`src/verilog/utpc_regs.vh`:
```
// Constants for the transceiver pin controller.
// Assumes a 125 MHz system clock; included by bare name.
`ifndef UTPC_REGS_VH
`define UTPC_REGS_VH

// ----------------------------------------
// Timing
// ----------------------------------------
`define UTPC_CLK_PERIOD_PS   32'd8000
`define UTPC_SETTLE_TIME_PS  32'd300000
// Least time rounds up to whole cycles
`define UTPC_SETTLE_CYCLES   ((`UTPC_SETTLE_TIME_PS + `UTPC_CLK_PERIOD_PS - 32'd1) / \
                              `UTPC_CLK_PERIOD_PS)
`define UTPC_CNT_W           6
`define UTPC_DEPTH           4

// ----------------------------------------
// Controller states
// ----------------------------------------
`define UTPC_ST_IDLE    3'h0
`define UTPC_ST_SETTLE  3'h1
`define UTPC_ST_TX      3'h2
`define UTPC_ST_HOLD    3'h3
`define UTPC_ST_SHARE   3'h4

`endif

```
`src/verilog/utpc_hist.v`:
```
// Small history memory of the last received line states.
// Registered read data; written once per sampled cycle.
`timescale 1ns/100ps
`include "utpc_regs.vh"
module utpc_hist (
  input  wire       clk,
  input  wire       arst_n,
  input  wire       wr_en,
  input  wire [2:0] wr_data,
  input  wire [1:0] rd_addr,
  output reg  [2:0] rd_data_q
);
  reg [2:0] mem [0:`UTPC_DEPTH-1];
  reg [1:0] wr_ptr_q;

  always @(posedge clk) begin
    if (wr_en) begin
      mem[wr_ptr_q] <= wr_data;
    end
  end

  always @(posedge clk or negedge arst_n) begin
    if (!arst_n) begin
      wr_ptr_q  <= 2'h0;
      rd_data_q <= 3'h0;
    end else begin
      if (wr_en) begin
        wr_ptr_q <= wr_ptr_q + 2'h1;
      end
      rd_data_q <= mem[rd_addr];
    end
  end
endmodule // utpc_hist

```
`src/verilog/utpc_ctrl.v`:
```
// Controller driving a full/low-speed USB transceiver's control pins.
// Assumes transceiver pins are synchronous to CLOCK and pins are resolved outside.
`timescale 1ns/100ps
`include "utpc_regs.vh"
module utpc_ctrl (
  input  wire       CLOCK,
  input  wire       ARST_N,
  // User side
  input  wire       ATTACH_REQ,
  input  wire       SUSPEND_REQ,
  input  wire       FULL_SPEED_REQ,
  input  wire       TX_REQ,
  input  wire       TX_PLUS,
  input  wire       TX_MINUS,
  input  wire       SHARE_REQ,
  input  wire       BUS_GROUNDED,
  input  wire       IF_SUPPLY_OK,
  input  wire [1:0] HIST_ADDR,
  output reg        TX_READY,
  output reg        RX_PLUS,
  output reg        RX_MINUS,
  output reg        RX_DIFF,
  output reg        BUS_ABSENT,
  output reg        SHARE_ACTIVE,
  output reg  [2:0] HIST_DATA,
  // Transceiver side
  output reg        ATTACH_PULLUP_ENABLE,
  output reg        LOW_POWER_HOLD,
  output reg        EDGE_RATE_SELECT,
  output reg        DRIVE_DIR_N,
  input  wire       LINE_PLUS_IN,
  output reg        LINE_PLUS_OUT,
  output reg        LINE_PLUS_OE_N,
  input  wire       LINE_MINUS_IN,
  output reg        LINE_MINUS_OUT,
  output reg        LINE_MINUS_OE_N,
  input  wire       DIFF_RECEIVE_OUT
);
  // ----------------------------------------
  // State
  // ----------------------------------------
  reg [2:0]             state_q;
  reg [2:0]             state_d;
  reg [`UTPC_CNT_W-1:0] settle_q;
  reg [`UTPC_CNT_W-1:0] settle_d;
  wire [2:0]            hist_rd;

  localparam [31:0]            SETTLE_W = `UTPC_SETTLE_CYCLES;
  localparam [`UTPC_CNT_W-1:0] SETTLE_N = SETTLE_W[`UTPC_CNT_W-1:0];

  // Lines high with receive low while receiving means no bus supply
  wire bus_gone = DRIVE_DIR_N & LINE_PLUS_IN & LINE_MINUS_IN & ~DIFF_RECEIVE_OUT;
  wire can_talk = IF_SUPPLY_OK;

  // ----------------------------------------
  // Next state
  // ----------------------------------------
  always @* begin
    state_d  = state_q;
    settle_d = settle_q;
    case (state_q)
      `UTPC_ST_IDLE: begin
        if (!can_talk) begin
          state_d = `UTPC_ST_IDLE;
        end else if (SHARE_REQ && !BUS_GROUNDED) begin
          state_d = `UTPC_ST_SHARE;
        end else if (SUSPEND_REQ) begin
          state_d = `UTPC_ST_HOLD;
        end else if (TX_REQ && FULL_SPEED_REQ) begin
          state_d  = `UTPC_ST_SETTLE;
          settle_d = SETTLE_N;
        end else if (TX_REQ) begin
          state_d = `UTPC_ST_TX;
        end
      end
      `UTPC_ST_SETTLE: begin
        if (!can_talk || !FULL_SPEED_REQ) begin
          state_d = `UTPC_ST_IDLE;
        end else if (settle_q <= {{(`UTPC_CNT_W-1){1'b0}}, 1'b1}) begin
          state_d = `UTPC_ST_TX;
        end else begin
          settle_d = settle_q - {{(`UTPC_CNT_W-1){1'b0}}, 1'b1};
        end
      end
      `UTPC_ST_TX: begin
        if (!TX_REQ || !can_talk) begin
          state_d = `UTPC_ST_IDLE;
        end
      end
      `UTPC_ST_HOLD: begin
        if (!SUSPEND_REQ || !can_talk) begin
          state_d = `UTPC_ST_IDLE;
        end
      end
      `UTPC_ST_SHARE: begin
        if (!SHARE_REQ || BUS_GROUNDED || !can_talk) begin
          state_d = `UTPC_ST_IDLE;
        end
      end
      default: begin
        state_d = `UTPC_ST_IDLE;
      end
    endcase
  end

  // ----------------------------------------
  // Registers and pins
  // ----------------------------------------
  always @(posedge CLOCK or negedge ARST_N) begin
    if (!ARST_N) begin
      state_q              <= `UTPC_ST_IDLE;
      settle_q             <= {`UTPC_CNT_W{1'b0}};
      ATTACH_PULLUP_ENABLE <= 1'b0;
      LOW_POWER_HOLD       <= 1'b0;
      EDGE_RATE_SELECT     <= 1'b0;
      DRIVE_DIR_N          <= 1'b1;
      LINE_PLUS_OUT        <= 1'b0;
      LINE_PLUS_OE_N       <= 1'b1;
      LINE_MINUS_OUT       <= 1'b0;
      LINE_MINUS_OE_N      <= 1'b1;
      TX_READY             <= 1'b0;
      RX_PLUS              <= 1'b0;
      RX_MINUS             <= 1'b0;
      RX_DIFF              <= 1'b0;
      BUS_ABSENT           <= 1'b0;
      SHARE_ACTIVE         <= 1'b0;
      HIST_DATA            <= 3'h0;
    end else begin
      state_q  <= state_d;
      settle_q <= settle_d;
      ATTACH_PULLUP_ENABLE <= ATTACH_REQ & can_talk;
      // Hold asserted for suspend and while lines are shared
      LOW_POWER_HOLD <= (state_d == `UTPC_ST_HOLD) |
                        (state_d == `UTPC_ST_SHARE);
      // Speed selected early so settling overlaps idle; dropped in hold.
      // Frozen while sending, so a raise mid-send never skips the settle wait; a direct low-speed send keeps the level set in idle.
      if (state_d != `UTPC_ST_TX) begin
        EDGE_RATE_SELECT <= FULL_SPEED_REQ & (state_d != `UTPC_ST_HOLD) &
                            (state_d != `UTPC_ST_SHARE) & can_talk;
      end
      // Sharing needs the controller side in drive direction
      DRIVE_DIR_N <= ~((state_d == `UTPC_ST_TX) |
                       (state_d == `UTPC_ST_SHARE));
      LINE_PLUS_OUT   <= (state_d == `UTPC_ST_TX) & TX_PLUS;
      LINE_MINUS_OUT  <= (state_d == `UTPC_ST_TX) & TX_MINUS;
      LINE_PLUS_OE_N  <= ~((state_d == `UTPC_ST_TX) |
                           (state_d == `UTPC_ST_SHARE));
      LINE_MINUS_OE_N <= ~((state_d == `UTPC_ST_TX) |
                           (state_d == `UTPC_ST_SHARE));
      TX_READY     <= (state_d == `UTPC_ST_TX);
      // Receive pins stay valid in hold for activity detection
      RX_PLUS      <= DRIVE_DIR_N & LINE_PLUS_IN;
      RX_MINUS     <= DRIVE_DIR_N & LINE_MINUS_IN;
      RX_DIFF      <= DIFF_RECEIVE_OUT;
      BUS_ABSENT   <= bus_gone;
      SHARE_ACTIVE <= (state_d == `UTPC_ST_SHARE);
      HIST_DATA    <= hist_rd;
    end
  end

  // ----------------------------------------
  // Receive history
  // ----------------------------------------
  utpc_hist u_hist (
    .clk       (CLOCK),
    .arst_n    (ARST_N),
    .wr_en     (DRIVE_DIR_N),
    .wr_data   ({DIFF_RECEIVE_OUT, LINE_MINUS_IN, LINE_PLUS_IN}),
    .rd_addr   (HIST_ADDR),
    .rd_data_q (hist_rd)
  );
endmodule // utpc_ctrl

```
`config.mk`:
```
export PLATFORM = sky130hd
export DESIGN_NAME = utpc_ctrl
export DESIGN_NICKNAME = d
export VERILOG_FILES = /design/src/verilog/utpc_hist.v /design/src/verilog/utpc_ctrl.v
export VERILOG_INCLUDE_DIRS = /design/src /design/src/verilog
export SDC_FILE = /design/constraint.sdc
export NUM_CORES = 1
export LEC_CHECK = 0
export ABC_CLOCK_PERIOD_IN_PS = 4200
export BUFFER_PORTS_ARGS = -buffer_cell sky130_fd_sc_hd__clkbuf_2
export CAP_MARGIN = 30
export CORE_ASPECT_RATIO = 0.9
export CORE_MARGIN = 4
export CORE_UTILIZATION = 40
export DETAILED_ROUTE_END_ITERATION = 10
export PLACE_DENSITY = 0.6
export SLEW_MARGIN = 20
export SYNTH_ARGS = -nofsm -noshare
export SYNTH_HDL_FRONTEND = slang
export SYNTH_SLANG_ARGS = --single-unit
```
`constraint.sdc`:
```
create_clock -name CLOCK -period 4.2 [get_ports CLOCK]
set_input_delay 0.84 -clock CLOCK [delete_from_list [all_inputs] [get_ports CLOCK]]
set_output_delay 0.84 -clock CLOCK [all_outputs]
set_load 0.05 [all_outputs]
```
==> metrics.cfg, run 1 <==
[power_and_ir_drop]
p_sw_share_pct = 35.1
p_int_mw = 0.746
finalPower_mw = 1.15
combPwrFrac_pct = 28.8
p_seq_share_pct = 50.4
p_clk_share_pct = 20.8
p_switching_mw = 0.403
power.density_mw_per_mm2 = 581
p_leak_nw = 0.923
vdd_drop_max_mv = 0.309

[grt]
antenna_found_initial = 0
track_usage_pct = 12.3
grt_overflow = 0
grt_pass1_vias = 1081
grt_first_pass_wirelength_mm = 5.14
grt_max_degree = 30

[sta]
fin_setup_tns_ps = 0
post-route-period-util_pct = 51.1
tightest_slew_ps = 835
finalMaxSlewViolations = 0
min_period_ps = 2150
finalHoldViolations = 0
setup_viol = 0
fmax_mhz = 466
skew_ps = 7.45
rsz0062_at_grt = false
relSlewSlack_pct = 44.1

[setup_path]
cp.buffers_inverters = 0
crit_fanout = 14
cp_data_arrival_time_ps = 2370
worst-setup-path-type = reg2reg
critPathCaptureType = flip-flop
path_delay_family = simple AND/OR/NAND/NOR gates
cp_data_required_time_ps = 4420
max_stage_delay_ps = 700
cp_common_cell = and3_1
worst_path_max_delay_cell = o211ai_1
start_kind = flip-flop
path_cells = or3_4, o211ai_1, and3_1, and3_1

[synth]
synth_nets = 147
ys_types = 38
synth_edf_count = 12
synth_area_leader_cell = dfrtp_1
synth_area_leaders = dfrtp_1 (41%), edfxtp_1 (21%), ha_1 (4.4%)
synth_common_cells = dfrtp_1 (28), edfxtp_1 (12), inv_1 (10), and2_1 (7)
seq_area_frac_synth_pct = 64.1
syn_area_sq_mm = 0.00170
yosysWarningCount = 0
dominantRegCellSynth = dfrtp_1
synth_top_cell_area_share_pct = 41.3
async_reset_ff_share_pct = 70.7
synth_cells = 125
ys_ff_latch = 41
yosysMostFrequentCell = dfrtp_1
avgSynthCellArea_sq_um = 13.6

[clock_network]
post_cts_buffers = 0
clkTransAtPathRegs_ps = 70
h-tree-depth = 2
cts-buffers-inserted = 5
cts-root-buf = clkbuf_8
cts_repair_resize_count = 0
cts.sinks = 41
cts_tree = built
clk_path_buf_depth = 2
clock_latency_ps = 290
cts_hold_buf = 0

[drt]
drt_iter0_markers = 42
ant_nets = 0
drt_wl_total_mm = 2.99
via_count = 1084
dr.pass1.iters = 4
vias_per_cell = 5.16
wl_per_cell_um = 14.3
drc_errors = 0

[cells_and_area]
layoutNonFillerInstCount = 210
final_nets = 183
drive_above_1_share_pct = 32.1
syn_to_final_growth_pct = 16.6
n_fill_cell = 367
diodes = 0

[status]
status = complete, no violations

[placed_design]
place_inst = 202
io_buffer_count = 32
hpwl_mm = 2.28
gp_congestion = 0.862

[floorplanning]
die-width_um = 76.7
start_util_pct = 41.6
pin_count = 33
die_area_sq_mm = 0.00535
coreArea_sq_mm = 0.00407
die_height_um = 69.8
core.rowCount = 22

[run]
cap_violations = 0

[min_path]
hold_path.class = reg2reg

-- cells in the final DEF, fill, tap and decap left out, drive strengths merged, types with 2 or more instances in the layout --
cell type  instances
mux2               2
dfrtp             28
o211ai             2
o21ai              5
inv               10
ha                 6
clkbuf            39
clkinv             2
nand2              4
and3               3
nand3              6
nand4              2
o31ai              2
edfxtp            12
nor2b              2
or4                2
mux4               3
a21oi              4
nor2               3
and2               7
or3                4
or4b               2
-- final timing paths --
kind                                                from                       end  depth (start not counted)  slack [ps]
setup / recovery                 settle_q[2]$_DFFE_PN0P_   LINE_PLUS_OUT$_DFF_PN0_                          4        2050
hold / removal             u_hist.rd_data_q[1]$_DFF_PN0_    HIST_DATA[1]$_DFF_PN0_                          0         350
setup reg to reg                 settle_q[2]$_DFFE_PN0P_   LINE_PLUS_OUT$_DFF_PN0_                          4        2050
hold reg to reg            u_hist.rd_data_q[1]$_DFF_PN0_    HIST_DATA[1]$_DFF_PN0_                          0         350
max in group asynchronous                         ARST_N      BUS_ABSENT$_DFF_PN0_                          1        3170
min in group asynchronous                         ARST_N  LOW_POWER_HOLD$_DFF_PN0_                          1         590
-- kinds of logic (layout without fill, tap and decap cells) --
kind of cell | Yosys count | count (layout) | synth area share (%)
flip-flops | 41 | 41 | 64.1
AND/OR/NAND/NOR | 41 | 41 | 15.3
AO/OA/AOI/OAI | 16 | 16 | 5.83
buffers and inverters | 14 | 51 | 3.91
adder cells (fa/ha/maj) | 6 | 6 | 4.42
multiplexers | 6 | 6 | 5.90
XOR/XNOR | 1 | 1 | 0.516
-- power by group through the flow --
stage | Clock, mW | Combinational (mW) | Sequential, mW
2_1_floorplan | 0 | 0.180 | 0.650
3_3_place_gp | 0 | 0.325 | 0.579
3_5_place_dp | 0 | 0.335 | 0.587
4_1_cts | 0.245 | 0.336 | 0.580
5_1_grt | 0.264 | 0.369 | 0.592
6_report | 0.239 | 0.331 | 0.579
-- flip-flops by register name (all words and copies together) (netlist names) --
signal / flops
u_hist.mem: 12
ATTACH_PULLUP_ENABLE: 1
BUS_ABSENT: 1
SHARE_ACTIVE: 1
u_hist.rd_data_q: 3
state_q: 3
LINE_MINUS_OUT: 1
HIST_DATA: 3
u_hist.wr_ptr_q: 2
RX_PLUS: 1
RX_MINUS: 1
settle_q: 6
LINE_MINUS_OE_N: 1
EDGE_RATE_SELECT: 1
LINE_PLUS_OUT: 1
LOW_POWER_HOLD: 1
RX_DIFF: 1
TX_READY: 1
-- through the flow --
step | utilization (%) | setup WS [ps] | instance area [sq um] | hold slack, ps
floorplan | - | 2230 | 1700 | 331
CTS | 48.6 | 2030 | 1980 | 356
finish | 48.6 | 2050 | 1980 | 354
detailed placement | 46.6 | 1760 | 1900 | 339
global placement | 46.6 | 1850 | 1900 | 334
global route | 48.6 | 1830 | 1980 | 360
-- routing by layer --
layer  part of all wire [%]  global-route usage (%)  vias up
met4                    1.1                    4.63        0
li1                       -                       -      520
met2                     49                    19.0       29
met3                    6.0                    4.81        5
met1                     44                    15.5      530
met5                      0                       0        -
-- final cells by class --
type | instances | area [sq um] | share of cell area [%]
Tap cell | 48 | 60.1 | 3.04
Clock buffer | 7 | 76.3 | 3.86
Timing Repair Buffer | 32 | 160 | 8.10
Inverter | 11 | 46.3 | 2.34
Multi-Input combinational cell | 70 | 543 | 27.5
Sequential cell | 41 | 1090 | 55.0
Clock inverter | 1 | 5.00 | 0.253
(Power assumes the default switching activity.)
==> run 2: changes to the inputs <==
Settings changed: ABC_CLOCK_PERIOD_IN_PS 4200 to 2100.
Clock period 4.2 ns to 2.1 ns, I/O delays scaled along.
==> metrics.cfg, run 2 (synthesis results as in run 1) <==
[sta]
relSlewSlack_pct = 53.2
post-route-period-util_pct = 88.9
finalMaxSlewViolations = 0
finalHoldViolations = 0
rsz0062_at_grt = false
tightest_slew_ps = 702
fmax_mhz = 535
holdWs_ps = 166
fin_setup_tns_ps = 0
setup_viol = 0
min_period_ps = 1870
finalWorstSetupSlack_ps = 232
skew_ps = 13.8

[clock_network]
cts-root-buf = clkbuf_8
clkTransAtPathRegs_ps = 90
cts.sinks = 41
h-tree-depth = 2
cts_hold_buf = 0
cts_tree = built
cts_repair_resize_count = 0
cts-buffers-inserted = 5
post_cts_buffers = 0
clock_latency_ps = 290
clk_path_buf_depth = 2

[placed_design]
io_buffer_count = 32
gp_congestion = 0.816
detailed_place.area_sq_mm = 0.00190
pre_cts_slack_ps = 210
hpwl_mm = 2.28

[floorplanning]
die_area_sq_mm = 0.00535
die_height_um = 69.8
core.rowCount = 22
die-width_um = 76.7
coreArea_sq_mm = 0.00407
pin_count = 33
start_util_pct = 41.6

[grt]
grt_overflow = 0
grt_max_degree = 30
track_usage_pct = 12.2
grt_pass1_vias = 1007
antenna_found_initial = 0
grt_first_pass_wirelength_mm = 5.04

[setup_path]
cp_data_required_time_ps = 2330
worst-setup-path-type = reg2reg
r2r_cells = 6
start_kind = flip-flop
reg2reg_slack_ps = 230
crit_fanout = 7
critPathCaptureType = flip-flop
cp_data_arrival_time_ps = 2100

[cells_and_area]
final_area_sq_mm = 0.00199
largest_reg_flops = 12
drive_above_1_share_pct = 33.1
syn_to_final_growth_pct = 17.3
utilization_pct = 48.9
final_nets = 184
largestRegisters = u_hist.mem (12), settle_q (6)
regMostFlops = u_hist.mem
diodes = 0
final_cell_mix = clkbuf_2 (32), dfrtp_1 (28), edfxtp_1 (12)
layout_commonest_cell = clkbuf_2

[min_path]
hold_path.class = in2async

[drt]
drt_iter0_markers = 69
vias_per_cell = 5.04
drt_wl_total_mm = 3.03
via_count = 1064
ant_nets = 0
wl_per_cell_um = 14.4
dr.pass1.iters = 4
drc_errors = 0

[power_and_ir_drop]
p_leak_nw = 0.931
vdd_drop_max_mv = 0.824
power.density_mw_per_mm2 = 1160

[run]
cap_violations = 0

[status]
status = complete, no violations

run 2: area by class of cell:
| type | instances | area (sq um) |
|---|---|---|
| fillers | 369 | 2080 |
| inverters | 11 | 46.3 |
| clock buffers | 5 | 68.8 |
| multi-input cells | 70 | 543 |
| well taps | 48 | 60.1 |
| flip-flops and latches | 41 | 1090 |
| clock inverters | 3 | 17.5 |
| repair buffers | 33 | 168 |
run 2: path summary, 6_finish.rpt:
check,start,end
setup / recovery,settle_q[0]$_DFFE_PN0P_,settle_q[5]$_DFFE_PN0P_
hold / removal,ARST_N,settle_q[3]$_DFFE_PN0P_
setup reg to reg,settle_q[0]$_DFFE_PN0P_,settle_q[5]$_DFFE_PN0P_
hold reg to reg,u_hist.rd_data_q[0]$_DFF_PN0_,HIST_DATA[0]$_DFF_PN0_
max in group asynchronous,ARST_N,u_hist.wr_ptr_q[1]$_DFFE_PN0P_
min in group CLOCK,DIFF_RECEIVE_OUT,RX_DIFF$_DFF_PN0_
run 2: metrics by stage:
| step | std cells | total power, mW |
|---|---|---|
| detailed placement | 203 | 1.85 |
| finish | 211 | 2.31 |
| global placement | 203 | 1.81 |
| CTS | 211 | 2.34 |
| floorplan | 125 | 1.66 |
| global route | 211 | 2.45 |
run 2: layer usage:
metal | global-route usage [%] | wire length, um
met1 | 15.5 | 1410
met2 | 19.6 | 1490
met3 | 3.38 | 121
met4 | 4.83 | 17
met5 | 0 | 0
run 2: power breakdown:
| part | total [mW] | internal [mW] | switching [mW] |
|---|---|---|---|
| combinational | 0.665 | 0.218 | 0.448 |
| clock | 0.493 | 0.230 | 0.263 |
| sequential | 1.16 | 1.04 | 0.113 |
run 2: critical path: stages, from the launching register on:
cell and delay [ps]:
dfrtp_1 390, inv_1 80, ha_1 210, o21bai_1 170
o211ai_1 210, or4_2 660, nand3_1 100
